===== src/include/sfc_pkg.sv =====
// package for the synthesizer frequency control block
// assumes a single 40 MHz clock and a plain register port
package sfc_pkg;
  // register offsets (byte address on the plain port)
  localparam logic [7:0] ADDR_CARRIER_HI  = 8'h00;
  localparam logic [7:0] ADDR_CARRIER_MID = 8'h01;
  localparam logic [7:0] ADDR_CARRIER_LO  = 8'h02;
  localparam logic [7:0] ADDR_TRIM_HI     = 8'h03;
  localparam logic [7:0] ADDR_TRIM_LO     = 8'h04;
  localparam logic [7:0] ADDR_EST_HI      = 8'h05;
  localparam logic [7:0] ADDR_EST_LO      = 8'h06;
  localparam logic [7:0] ADDR_SYNTH_CFG   = 8'h07;
  localparam logic [7:0] ADDR_IF_CFG      = 8'h08;
  localparam logic [7:0] ADDR_CHAN_CFG    = 8'h09;
  localparam logic [7:0] ADDR_AUTOCAL     = 8'h0a;
  localparam logic [7:0] ADDR_CAL_CFG     = 8'h0b;
  localparam logic [7:0] ADDR_PIN0_CFG    = 8'h0c;
  localparam logic [7:0] ADDR_CAL_CTRL    = 8'h0d;
  localparam logic [7:0] ADDR_STROBE      = 8'h0e;
  localparam logic [7:0] ADDR_STATE       = 8'h0f;
  localparam logic [7:0] ADDR_VCO_HI      = 8'h10;
  localparam logic [7:0] ADDR_VCO_MID     = 8'h11;
  localparam logic [7:0] ADDR_VCO_LO      = 8'h12;
  localparam logic [7:0] ADDR_IF_RESULT   = 8'h13;

  // field positions
  localparam int SYNTH_CFG_LOCK_EN_BIT = 4;
  localparam int STROBE_CAL_BIT        = 0;
  localparam int STROBE_APPLY_BIT      = 1;
  localparam int STROBE_IDLE_BIT       = 2;
  localparam int STROBE_RX_BIT         = 3;
  localparam int STROBE_TX_BIT         = 4;
  localparam int STROBE_SYNTH_READY_FOR_TRANSMIT_STATE_BIT     = 5;
  localparam int STROBE_END_BIT        = 6;
  localparam int STROBE_SLEEP_BIT      = 7;
  localparam int CAL_CTRL_LOCK_BIT     = 0;
  localparam int CAL_CTRL_VALID_BIT    = 1;
  localparam int CAL_CTRL_LOST_BIT     = 2;

  // reset values and the pin 0 lock select code
  localparam logic [7:0] SYNTH_CFG_RESET = 8'h02;
  localparam logic [7:0] CAL_CFG_RESET   = 8'h00;
  localparam logic [5:0] PIN0_SEL_RESET  = 6'h00;
  localparam logic [5:0] PIN0_SEL_LOCK   = 6'h23;

  // timing counts
  localparam int CAL_TIME_US     = 100;
  localparam int CLK_MHZ         = 40;
  localparam int CAL_CYCLES      = CAL_TIME_US * CLK_MHZ;
  localparam int LOCK_BASE_CYCLES = 64;
  localparam logic [1:0] AUTOCAL_RETURNS = 2'h3;

  typedef enum logic [1:0] {
    SFC_CAL_NEVER      = 2'h0,
    SFC_CAL_ON_START   = 2'h1,
    SFC_CAL_ON_RETURN  = 2'h2,
    SFC_CAL_EVERY_4TH  = 2'h3
  } sfc_autocal_t;

  typedef enum logic [2:0] {
    SFC_IDLE   = 3'b000,
    SFC_CAL    = 3'b001,
    SFC_RX     = 3'b011,
    SFC_TX     = 3'b010,
    SFC_SYNTH_READY_FOR_TRANSMIT_STATE = 3'b110,
    SFC_SLEEP  = 3'b100
  } sfc_state_t;

  typedef struct packed {
    logic [7:0] addr;
    logic [7:0] wdata;
    logic       wr;
    logic       rd;
  } sfc_bus_req_t;

  typedef struct packed {
    logic [23:0] carrier;
    logic [15:0] trim;
  } sfc_carrier_word_t;
endpackage


===== src/sfc_synth_ctrl.sv =====
// synthesizer frequency control: vco word, lo divider, if decode, calibration, lock
// assumes host drives the plain register port synchronously to clk
//
// Chosen here: the register offsets and the strobed register port.
`timescale 1ns/1ps
module sfc_synth_ctrl
  import sfc_pkg::*;
(
  input  wire logic                clk,
  input  wire logic                reset,
  input  wire sfc_pkg::sfc_bus_req_t bus_req,
  input  wire logic [15:0]         measured_trim_estimate,
  input  wire logic                estimate_valid,
  input  wire logic                pll_phase_match,
  input  wire logic                rx_tx_done,
  output logic [7:0]               rdata,
  output logic [34:0]              vco_setting,
  output logic [4:0]               lo_divider,
  output logic                     band_code_valid,
  output logic signed [2:0]        if_sign,
  output logic [8:0]               if_divisor,
  output logic                     synth_cal_active,
  output logic                     synth_running,
  output logic                     pin0_out,
  output logic                     lock_lost
);
  import sfc_pkg::*;

  function automatic logic [4:0] band_divider(input logic [3:0] code);
    unique case (code)
      4'b0010: band_divider = 5'd4;
      4'b0100: band_divider = 5'd8;
      4'b0110: band_divider = 5'd12;
      4'b1000: band_divider = 5'd16;
      4'b1010: band_divider = 5'd20;
      4'b1011: band_divider = 5'd24;
      default: band_divider = 5'd0;
    endcase
  endfunction

  function automatic logic [5:0] dec_factor(input logic [1:0] sel);
    unique case (sel)
      2'h0:    dec_factor = 6'd12;
      2'h1:    dec_factor = 6'd24;
      default: dec_factor = 6'd48;
    endcase
  endfunction

  localparam int CAL_W = $clog2(CAL_CYCLES + 1);

  logic [7:0]  carrier_word_hi_q, carrier_word_mid_q, carrier_word_lo_q;
  logic [7:0]  carrier_trim_hi_q, carrier_trim_lo_q;
  logic [7:0]  synth_config_q, if_cfg_q, channel_width_config_q, cal_cfg_q;
  logic [1:0]  autocal_q;
  logic [5:0]  pin0_signal_select_q;
  logic        apply_pending_q;
  sfc_carrier_word_t   active_q;
  sfc_state_t  state_q;
  logic [CAL_W-1:0] cal_cnt_q;
  logic [1:0]  return_cnt_q;
  logic        cal_valid_q;
  logic        lock_q;
  logic [11:0] lock_cnt_q;
  logic        lock_lost_q;

  wire wr = bus_req.wr;
  wire [7:0] wd = bus_req.wdata;
  wire strobe_wr = wr && bus_req.addr == ADDR_STROBE;
  wire manual_synth_cal_strobe = strobe_wr && wd[STROBE_CAL_BIT];
  wire apply_estimate_strobe   = strobe_wr && wd[STROBE_APPLY_BIT];
  wire go_idle_strobe          = strobe_wr && wd[STROBE_IDLE_BIT];
  wire go_rx   = strobe_wr && wd[STROBE_RX_BIT];
  wire go_tx   = strobe_wr && wd[STROBE_TX_BIT];
  wire go_fstx = strobe_wr && wd[STROBE_SYNTH_READY_FOR_TRANSMIT_STATE_BIT];
  wire go_sleep = strobe_wr && wd[STROBE_SLEEP_BIT];
  wire auto_return = rx_tx_done || (strobe_wr && wd[STROBE_END_BIT]);
  wire active_state = state_q == SFC_RX || state_q == SFC_TX || state_q == SFC_SYNTH_READY_FOR_TRANSMIT_STATE;
  wire lock_detector_enable = synth_config_q[SYNTH_CFG_LOCK_EN_BIT];
  wire [3:0] lo_divider_band_code = synth_config_q[3:0];
  wire [2:0] intermediate_carrier_word_code = if_cfg_q[2:0];
  wire [1:0] decimation_select = channel_width_config_q[1:0];
  sfc_autocal_t auto_synth_cal_mode;
  assign auto_synth_cal_mode = sfc_autocal_t'(autocal_q);

  // configuration registers; host keeps them steady outside idle
  always_ff @(posedge clk or posedge reset) begin
    if (reset) begin
      carrier_word_hi_q      <= 8'h00;
      carrier_word_mid_q     <= 8'h00;
      carrier_word_lo_q      <= 8'h00;
      synth_config_q         <= SYNTH_CFG_RESET;
      if_cfg_q               <= 8'h00;
      channel_width_config_q <= 8'h00;
      autocal_q              <= 2'h0;
      cal_cfg_q              <= CAL_CFG_RESET;
      pin0_signal_select_q   <= PIN0_SEL_RESET;
    end else if (wr) begin
      unique case (bus_req.addr)
        ADDR_CARRIER_HI:  carrier_word_hi_q      <= wd;
        ADDR_CARRIER_MID: carrier_word_mid_q     <= wd;
        ADDR_CARRIER_LO:  carrier_word_lo_q      <= wd;
        ADDR_SYNTH_CFG:   synth_config_q         <= wd;
        ADDR_IF_CFG:      if_cfg_q               <= wd;
        ADDR_CHAN_CFG:    channel_width_config_q <= wd;
        ADDR_AUTOCAL:     autocal_q              <= wd[1:0];
        ADDR_CAL_CFG:     cal_cfg_q              <= wd;
        ADDR_PIN0_CFG:    pin0_signal_select_q   <= wd[5:0];
        default: ;
      endcase
    end
  end

  // trim word: host writes or estimate accumulates in place
  logic [15:0] trim_sum;
  assign trim_sum = {carrier_trim_hi_q, carrier_trim_lo_q} + measured_trim_estimate;

  always_ff @(posedge clk or posedge reset) begin
    if (reset) begin
      carrier_trim_hi_q <= 8'h00;
      carrier_trim_lo_q <= 8'h00;
      apply_pending_q   <= 1'b0;
    end else begin
      if (wr && bus_req.addr == ADDR_TRIM_HI) carrier_trim_hi_q <= wd;
      if (wr && bus_req.addr == ADDR_TRIM_LO) carrier_trim_lo_q <= wd;
      if (apply_estimate_strobe && estimate_valid) begin
        // accepted in any state; applied at next active entry
        {carrier_trim_hi_q, carrier_trim_lo_q} <= trim_sum;
        apply_pending_q <= 1'b1;
      end else if (go_rx || go_tx) begin
        apply_pending_q <= 1'b0;
      end
    end
  end

  // snapshot words only on synth start, so half-written words never reach the vco
  wire synth_start = (state_q == SFC_IDLE || state_q == SFC_SYNTH_READY_FOR_TRANSMIT_STATE) && (go_rx || go_tx || go_fstx);
  always_ff @(posedge clk or posedge reset) begin
    if (reset) begin
      active_q <= '0;
    end else if (synth_start) begin
      active_q.carrier <= {carrier_word_hi_q, carrier_word_mid_q, carrier_word_lo_q};
      active_q.trim    <= {carrier_trim_hi_q, carrier_trim_lo_q};
    end
  end

  // vco word in 2^-18 units of xosc; carrier shifted by 2 then signed trim added
  always_ff @(posedge clk or posedge reset) begin
    if (reset) begin
      vco_setting <= 35'h0;
    end else begin
      vco_setting <= {9'h0, active_q.carrier, 2'b00}
                   + {{19{active_q.trim[15]}}, active_q.trim};
    end
  end

  always_ff @(posedge clk or posedge reset) begin
    if (reset) begin
      lo_divider      <= 5'd0;
      band_code_valid <= 1'b0;
    end else begin
      lo_divider      <= band_divider(lo_divider_band_code);
      band_code_valid <= band_divider(lo_divider_band_code) != 5'd0;
    end
  end

  // if = sign * xosc / (decimation * mult); divisor output so analog side divides
  logic [3:0] if_mult;
  always_comb begin
    unique case (intermediate_carrier_word_code[1:0])
      2'h1:    if_mult = 4'd4;
      2'h2:    if_mult = 4'd6;
      2'h3:    if_mult = 4'd8;
      default: if_mult = 4'd0;
    endcase
  end

  always_ff @(posedge clk or posedge reset) begin
    if (reset) begin
      if_sign    <= 3'sd0;
      if_divisor <= 9'd0;
    end else begin
      if_divisor <= 9'(dec_factor(decimation_select) * if_mult);
      if (if_mult == 4'd0)
        if_sign <= 3'sd0;
      else if (intermediate_carrier_word_code[2])
        if_sign <= 3'sd1;
      else
        if_sign <= -3'sd1;
    end
  end

  // radio state and calibration sequencing
  logic cal_request;
  always_comb begin
    cal_request = manual_synth_cal_strobe;
    if (state_q == SFC_IDLE && (go_rx || go_tx || go_fstx)
        && auto_synth_cal_mode == SFC_CAL_ON_START)
      cal_request = 1'b1;
    if ((state_q == SFC_RX || state_q == SFC_TX) && auto_return && !go_idle_strobe) begin
      if (auto_synth_cal_mode == SFC_CAL_ON_RETURN)
        cal_request = 1'b1;
      if (auto_synth_cal_mode == SFC_CAL_EVERY_4TH && return_cnt_q == AUTOCAL_RETURNS)
        cal_request = 1'b1;
    end
  end

  always_ff @(posedge clk or posedge reset) begin
    if (reset) begin
      state_q   <= SFC_IDLE;
      cal_cnt_q <= '0;
    end else begin
      unique case (state_q)
        SFC_IDLE: begin
          if (cal_request) begin
            state_q   <= SFC_CAL;
            cal_cnt_q <= CAL_W'(CAL_CYCLES);
          end else if (go_rx)   state_q <= SFC_RX;
          else if (go_tx)       state_q <= SFC_TX;
          else if (go_fstx)     state_q <= SFC_SYNTH_READY_FOR_TRANSMIT_STATE;
          else if (go_sleep)    state_q <= SFC_SLEEP;
        end
        SFC_CAL: begin
          if (go_idle_strobe) state_q <= SFC_IDLE;
          else if (cal_cnt_q == CAL_W'(1)) state_q <= SFC_IDLE;
          cal_cnt_q <= cal_cnt_q - CAL_W'(1);
        end
        SFC_RX, SFC_TX: begin
          if (go_idle_strobe) state_q <= SFC_IDLE;
          else if (auto_return) begin
            state_q   <= cal_request ? SFC_CAL : SFC_IDLE;
            cal_cnt_q <= CAL_W'(CAL_CYCLES);
          end
        end
        SFC_SYNTH_READY_FOR_TRANSMIT_STATE: begin
          if (go_idle_strobe) state_q <= SFC_IDLE;
          else if (go_rx)     state_q <= SFC_RX;
          else if (go_tx)     state_q <= SFC_TX;
        end
        SFC_SLEEP: if (go_idle_strobe) state_q <= SFC_IDLE;
        default: state_q <= SFC_IDLE;
      endcase
    end
  end

  // automatic-return counter; forced idle does not count
  always_ff @(posedge clk or posedge reset) begin
    if (reset) begin
      return_cnt_q <= 2'h0;
    end else if ((state_q == SFC_RX || state_q == SFC_TX) && auto_return && !go_idle_strobe) begin
      return_cnt_q <= return_cnt_q + 2'h1;
    end
  end

  // cal result kept through sleep: only reset clears it
  always_ff @(posedge clk or posedge reset) begin
    if (reset) begin
      cal_valid_q <= 1'b0;
    end else if (state_q == SFC_CAL && cal_cnt_q == CAL_W'(1) && !go_idle_strobe) begin
      cal_valid_q <= 1'b1;
    end
  end

  // lock detector: phase match must hold for the averaging window
  wire [11:0] lock_window = 12'(LOCK_BASE_CYCLES << cal_cfg_q[1:0]);
  always_ff @(posedge clk or posedge reset) begin
    if (reset) begin
      lock_cnt_q <= 12'h0;
      lock_q     <= 1'b0;
    end else if (!lock_detector_enable || !active_state) begin
      lock_cnt_q <= 12'h0;
      lock_q     <= 1'b0;
    end else if (!pll_phase_match) begin
      lock_cnt_q <= 12'h0;
      lock_q     <= 1'b0;
    end else if (lock_cnt_q >= lock_window - 12'h1) begin
      lock_q <= 1'b1;
    end else begin
      lock_cnt_q <= lock_cnt_q + 12'h1;
    end
  end

  // sticky lost flag; set beats a same-cycle write clear
  wire lost_event = lock_q && !pll_phase_match && lock_detector_enable && active_state;
  wire lost_clear = wr && bus_req.addr == ADDR_CAL_CTRL && wd[CAL_CTRL_LOST_BIT];
  always_ff @(posedge clk or posedge reset) begin
    if (reset) begin
      lock_lost_q <= 1'b0;
    end else if (lost_event) begin
      lock_lost_q <= 1'b1;
    end else if (lost_clear) begin
      lock_lost_q <= 1'b0;
    end
  end

  always_ff @(posedge clk or posedge reset) begin
    if (reset) begin
      synth_cal_active <= 1'b0;
      synth_running    <= 1'b0;
      pin0_out         <= 1'b0;
      lock_lost        <= 1'b0;
    end else begin
      synth_cal_active <= state_q == SFC_CAL;
      synth_running    <= active_state;
      pin0_out         <= (pin0_signal_select_q == PIN0_SEL_LOCK) && lock_q;
      lock_lost        <= lock_lost_q;
    end
  end

  // read data one cycle after the read strobe; unmapped reads zero
  always_ff @(posedge clk or posedge reset) begin
    if (reset) begin
      rdata <= 8'h00;
    end else if (bus_req.rd) begin
      unique case (bus_req.addr)
        ADDR_CARRIER_HI:  rdata <= carrier_word_hi_q;
        ADDR_CARRIER_MID: rdata <= carrier_word_mid_q;
        ADDR_CARRIER_LO:  rdata <= carrier_word_lo_q;
        ADDR_TRIM_HI:     rdata <= carrier_trim_hi_q;
        ADDR_TRIM_LO:     rdata <= carrier_trim_lo_q;
        ADDR_EST_HI:      rdata <= measured_trim_estimate[15:8];
        ADDR_EST_LO:      rdata <= measured_trim_estimate[7:0];
        ADDR_SYNTH_CFG:   rdata <= synth_config_q;
        ADDR_IF_CFG:      rdata <= if_cfg_q;
        ADDR_CHAN_CFG:    rdata <= channel_width_config_q;
        ADDR_AUTOCAL:     rdata <= {6'h0, autocal_q};
        ADDR_CAL_CFG:     rdata <= cal_cfg_q;
        ADDR_PIN0_CFG:    rdata <= {2'h0, pin0_signal_select_q};
        ADDR_CAL_CTRL:    rdata <= {5'h0, lock_lost_q, cal_valid_q, lock_q};
        ADDR_STATE:       rdata <= {2'h0, apply_pending_q, return_cnt_q, state_q};
        ADDR_VCO_HI:      rdata <= {5'h0, vco_setting[34:32]} ;
        ADDR_VCO_MID:     rdata <= vco_setting[31:24];
        ADDR_VCO_LO:      rdata <= vco_setting[23:16];
        ADDR_IF_RESULT:   rdata <= {if_sign[1:0], 1'b0, lo_divider};
        default:          rdata <= 8'h00;
      endcase
    end else begin
      rdata <= 8'h00;
    end
  end
endmodule // sfc_synth_ctrl

===== config.mk =====
export PLATFORM = sky130hd
export DESIGN_NAME = sfc_synth_ctrl
export DESIGN_NICKNAME = d
export VERILOG_FILES = /design/src/include/sfc_pkg.sv /design/src/sfc_synth_ctrl.sv
export SDC_FILE = /design/constraint.sdc
export NUM_CORES = 1
export LEC_CHECK = 0
export BUFFER_PORTS_ARGS = -buffer_cell sky130_fd_sc_hd__buf_2
export CORE_ASPECT_RATIO = 0.7
export CORE_UTILIZATION = 50
export DETAILED_ROUTE_END_ITERATION = 10
export PLACE_DENSITY = 0.69
export SLEW_MARGIN = 20
export SYNTH_ARGS = -nofsm -noshare
export SYNTH_HDL_FRONTEND = slang
export SYNTH_SLANG_ARGS = --single-unit

===== constraint.sdc =====
create_clock -name clk -period 10.2 [get_ports clk]
set_clock_uncertainty 0.2 [all_clocks]
set_input_delay 0 -clock clk [delete_from_list [all_inputs] [get_ports clk]]
set_output_delay 0 -clock clk [all_outputs]
set_load 0.03 [all_outputs]

==> results.py <==
metrics = {
    "status": {
        "outcome": "finished with violations",
        "failing_checks": "hold timing",
    },
    "power": {
        "power_density_nw_per_um2": 152,
        "power.ir.vdd_worst_uv": 95.6,
        "total_leakage_power_nw": 6.61,
    },
    "timing": {
        "setup_ws_ps": 6220,
        "final_period_minus_worst_setup_slack_ps": 3980,
        "worstMarginPinSlew_ps": 1000,
        "rsz0062_at_grt": "false",
        "totalNegativeSetupSlack_ps": 0,
        "holdWs_ps": -36.2,
        "final.period_utilization": 0.390,
        "slew_violations": 0,
        "finalHoldViolCount": 6,
        "slew_headroom": 0.330,
        "max_clk_rate_mhz": 251,
        "setup_viol": 0,
    },
    "drt": {
        "routed_wire_length_per_instance_um": 20.4,
        "ant_nets": 0,
        "routed_via_density": 5.90,
        "detail_route.iter0.violations": 832,
        "detailroute.via_count": 8987,
        "drcViolationCount": 0,
        "detail_route.wirelength_mm": 31.1,
        "drt_pass1_iterations": 5,
    },
    "die": {
        "ioPinCount": 104,
        "start_util": 0.518,
        "chipHeight_um": 128,
        "core_um2": 22000,
        "chipWidth_um": 183,
        "number_of_rows_created_at_floorplan": 45,
        "die_area_um2": 23400,
    },
    "placement": {
        "gp_congestion": 0.956,
        "dp_worst_setup_slack_ps": 6550,
        "numPortBuffers": 98,
        "detailedPlacementHpwl_mm": 21.7,
    },
    "critical_path": {
        "chain_of_cells_forming_the_critical_path": "buf_2 > nor2b_1 > and3_1 > and3_1 > a31oi_1 > dlygate4sd3_1 > o21ai_1 > a211oi_1 > dlygate4sd3_1",
        "critical_path.startpoint_type": "input port",
        "worst_path_class_setup": "in -> reg",
        "slowest_delay_ps": 850,
        "required_ps": 10400,
        "crit_arrival_ps": 4180,
        "timing.critical_path.fanout_max": 30,
        "crit_path_top_delay_cell": "sky130_fd_sc_hd__and3_1",
        "end_kind": "flop",
    },
    "clocking": {
        "cts-hold-fix-buffers": 47,
        "clkSinkCount": 205,
        "cts.repair.resized": 0,
        "clock_tree_from_tritoncts": "done",
        "cts.clk_slew.worst_paths_ps": 60,
        "tritoncts.num_buffers": 21,
        "cts.path.max_buffers": 3,
        "post-cts-setup-buffers": 0,
        "worstSkewPairLatency_ps": 520,
        "cts.htree.levels": 1,
        "clock_tree.root_cell": "sky130_fd_sc_hd__clkbuf_16",
    },
    "finish": {
        "finish.utilization": 0.602,
        "drive_gt1_frac": 0.181,
        "antennaDiodeCount": 0,
        "layout.cells.most_common_list": "sky130_fd_sc_hd__dfrtp_1, sky130_fd_sc_hd__buf_2, sky130_fd_sc_hd__nor2_1",
        "layout.filler_cells": 1889,
        "layout_commonest_cell": "sky130_fd_sc_hd__dfrtp_1",
        "flow.area_growth_from_synthesis_pct": 16.1,
        "fin_nets": 1306,
    },
    "yosys": {
        "synthFlopType": "sky130_fd_sc_hd__dfrtp_1",
        "synth_cell_type_count": 69,
        "async_flop_share": 1.00,
        "yosys.area_share.adder": 0.0734,
        "syn-instance-count": 1090,
        "simple_gate_portion_of_the_synthesized_area": 0.132,
        "synth_top_family_by_area": "compound AO/OA/AOI/OAI gates",
        "seq_area_frac_synth": 0.450,
        "ys_seq_elements": 205,
        "netlist_top_cells_area": "sky130_fd_sc_hd__dfrtp_1, sky130_fd_sc_hd__ha_1, sky130_fd_sc_hd__mux2_2",
        "synth_largest_type_area_fraction": 0.447,
        "mux_cell_area_share_after_synthesis": 0.132,
        "xor_xnor_portion_of_the_synthesized_cell_area": 0.0330,
        "syn_area_um2": 11400,
        "avgSynthCellArea_um2": 10.5,
        "synth_edf_count": 0,
        "synth_warnings": 0,
        "synth_compound_area_frac": 0.142,
        "synth_top_cell_by_area": "sky130_fd_sc_hd__dfrtp_1",
    },
    "job": {
        "max-cap-violations": 0,
    },
    "global_route": {
        "first_global_vias": 8605,
        "grt_antenna_before_repair": 0,
        "total_global_routing_track_utilization": 0.270,
        "grt_max_degree": 129,
        "wire_length_of_the_first_global_routing_pass_mm": 48.8,
        "grt_remaining_overflow": 0,
    },
    "worst_hold_path": {
        "min_path_type": "in -> async",
    },
}
Yosys cell counts, types with 12 or more instances:
cell type                  number
sky130_fd_sc_hd__nor3_1        19
sky130_fd_sc_hd__mux2i_1       20
sky130_fd_sc_hd__nor2_1        90
sky130_fd_sc_hd__nand3_1       30
sky130_fd_sc_hd__a21oi_1       53
sky130_fd_sc_hd__a221oi_1      12
sky130_fd_sc_hd__nor2b_1       14
sky130_fd_sc_hd__inv_1         31
sky130_fd_sc_hd__buf_4         14
sky130_fd_sc_hd__a21o_1        22
sky130_fd_sc_hd__ha_1          59
sky130_fd_sc_hd__xnor2_1       32
sky130_fd_sc_hd__mux2_2        65
sky130_fd_sc_hd__mux2_1        41
sky130_fd_sc_hd__o21ai_0       43
sky130_fd_sc_hd__clkbuf_1      31
sky130_fd_sc_hd__a211oi_1      12
sky130_fd_sc_hd__a22oi_1       22
sky130_fd_sc_hd__buf_2         12
sky130_fd_sc_hd__nand2b_1      12
sky130_fd_sc_hd__dfrtp_1      204
sky130_fd_sc_hd__o21ai_1       23
sky130_fd_sc_hd__nand2_1       71
critical path, delay by kind of cell:
| kind | cells | cell delay, ps |
|---|---|---|
| and+or+nand+nor | 3 | 2080 |
| AOI/OAI and AO/OA | 3 | 320 |
| buffers and inverters | 3 | 1730 |
cell families (layout without fill, tap and decap cells):
group	count (synthesis)	in the layout
and+or+nand+nor	302	302
muxes	131	131
other	2	6
DFF	205	205
buffers and inverters	93	217
xor gates and xnor gates	43	43
AOI/OAI and AO/OA	250	250
adders and majority gates	64	64
where the power goes:
group          leakage [nW]  switching (W)  internal [W]
logic                  3.44       0.000154      0.000102
registers              2.80      0.0000465      0.000847
clock network         0.365       0.000338      0.000522
total                  6.61       0.000538       0.00147
final cells by class:
type                       instances  area, um^2  share of cell area
tap                              305         382              0.0288
clock inverter                    11         189              0.0143
multi-input combinational        796        5870               0.443
sequential                       205        5130               0.387
inverter                          32         128             0.00963
clock buffer                      27         568              0.0429
timing repair buffer             147         980              0.0739
worst paths after layout:
| path | start | end | slack, ps | cells past startpoint |
|---|---|---|---|---|
| hold / removal | reset | if_divisor[6] | -40 | 3 |
| max in group asynchronous | reset | synth_config_q[6] | 8550 | 4 |
| hold reg to reg | active_q[0] | vco_setting[0] | 190 | 0 |
| min in group clk | bus_req[16] | cal_valid_q | 30 | 5 |
| setup reg to reg | carrier_trim_lo_q[3] | carrier_trim_hi_q[7] | 6610 | 10 |
| setup / recovery | bus_req[11] | carrier_trim_hi_q[2] | 6220 | 9 |
sequential cells by signal, indices dropped and copies added (netlist names), 2 cells and up:
signal,count
carrier_trim_hi_q,8
synth_config_q,8
rdata,8
vco_setting,28
active_q,40
lo_divider,3
cal_cfg_q,8
carrier_word_mid_q,8
if_cfg_q,8
pin0_signal_select_q,6
if_sign,2
lock_cnt_q,12
if_divisor,6
carrier_trim_lo_q,8
channel_width_config_q,8
carrier_word_lo_q,8
return_cnt_q,2
carrier_word_hi_q,8
cal_cnt_q,12
state_q,3
auto_synth_cal_mode,2
per-stage QoR:
step	total power, W	instances	cell area [um^2]
global placement	0.00114	1438	12000
floorplan	0.00107	1094	11400
detailed placement	0.00114	1438	12000
CTS	0.00201	1523	13200
global route	0.00209	1523	13300
finish	0.00201	1523	13300
layer usage:
layer | global-route usage | routed length [um] | vias up
met5 | 0 | 0 | -
met4 | 0.0618 | 559 | 0
met3 | 0.0577 | 2910 | 47
met2 | 0.376 | 12400 | 404
met1 | 0.426 | 15200 | 4378
li1 | - | - | 4158
No activity file was read; power rests on OpenSTA's default activity.
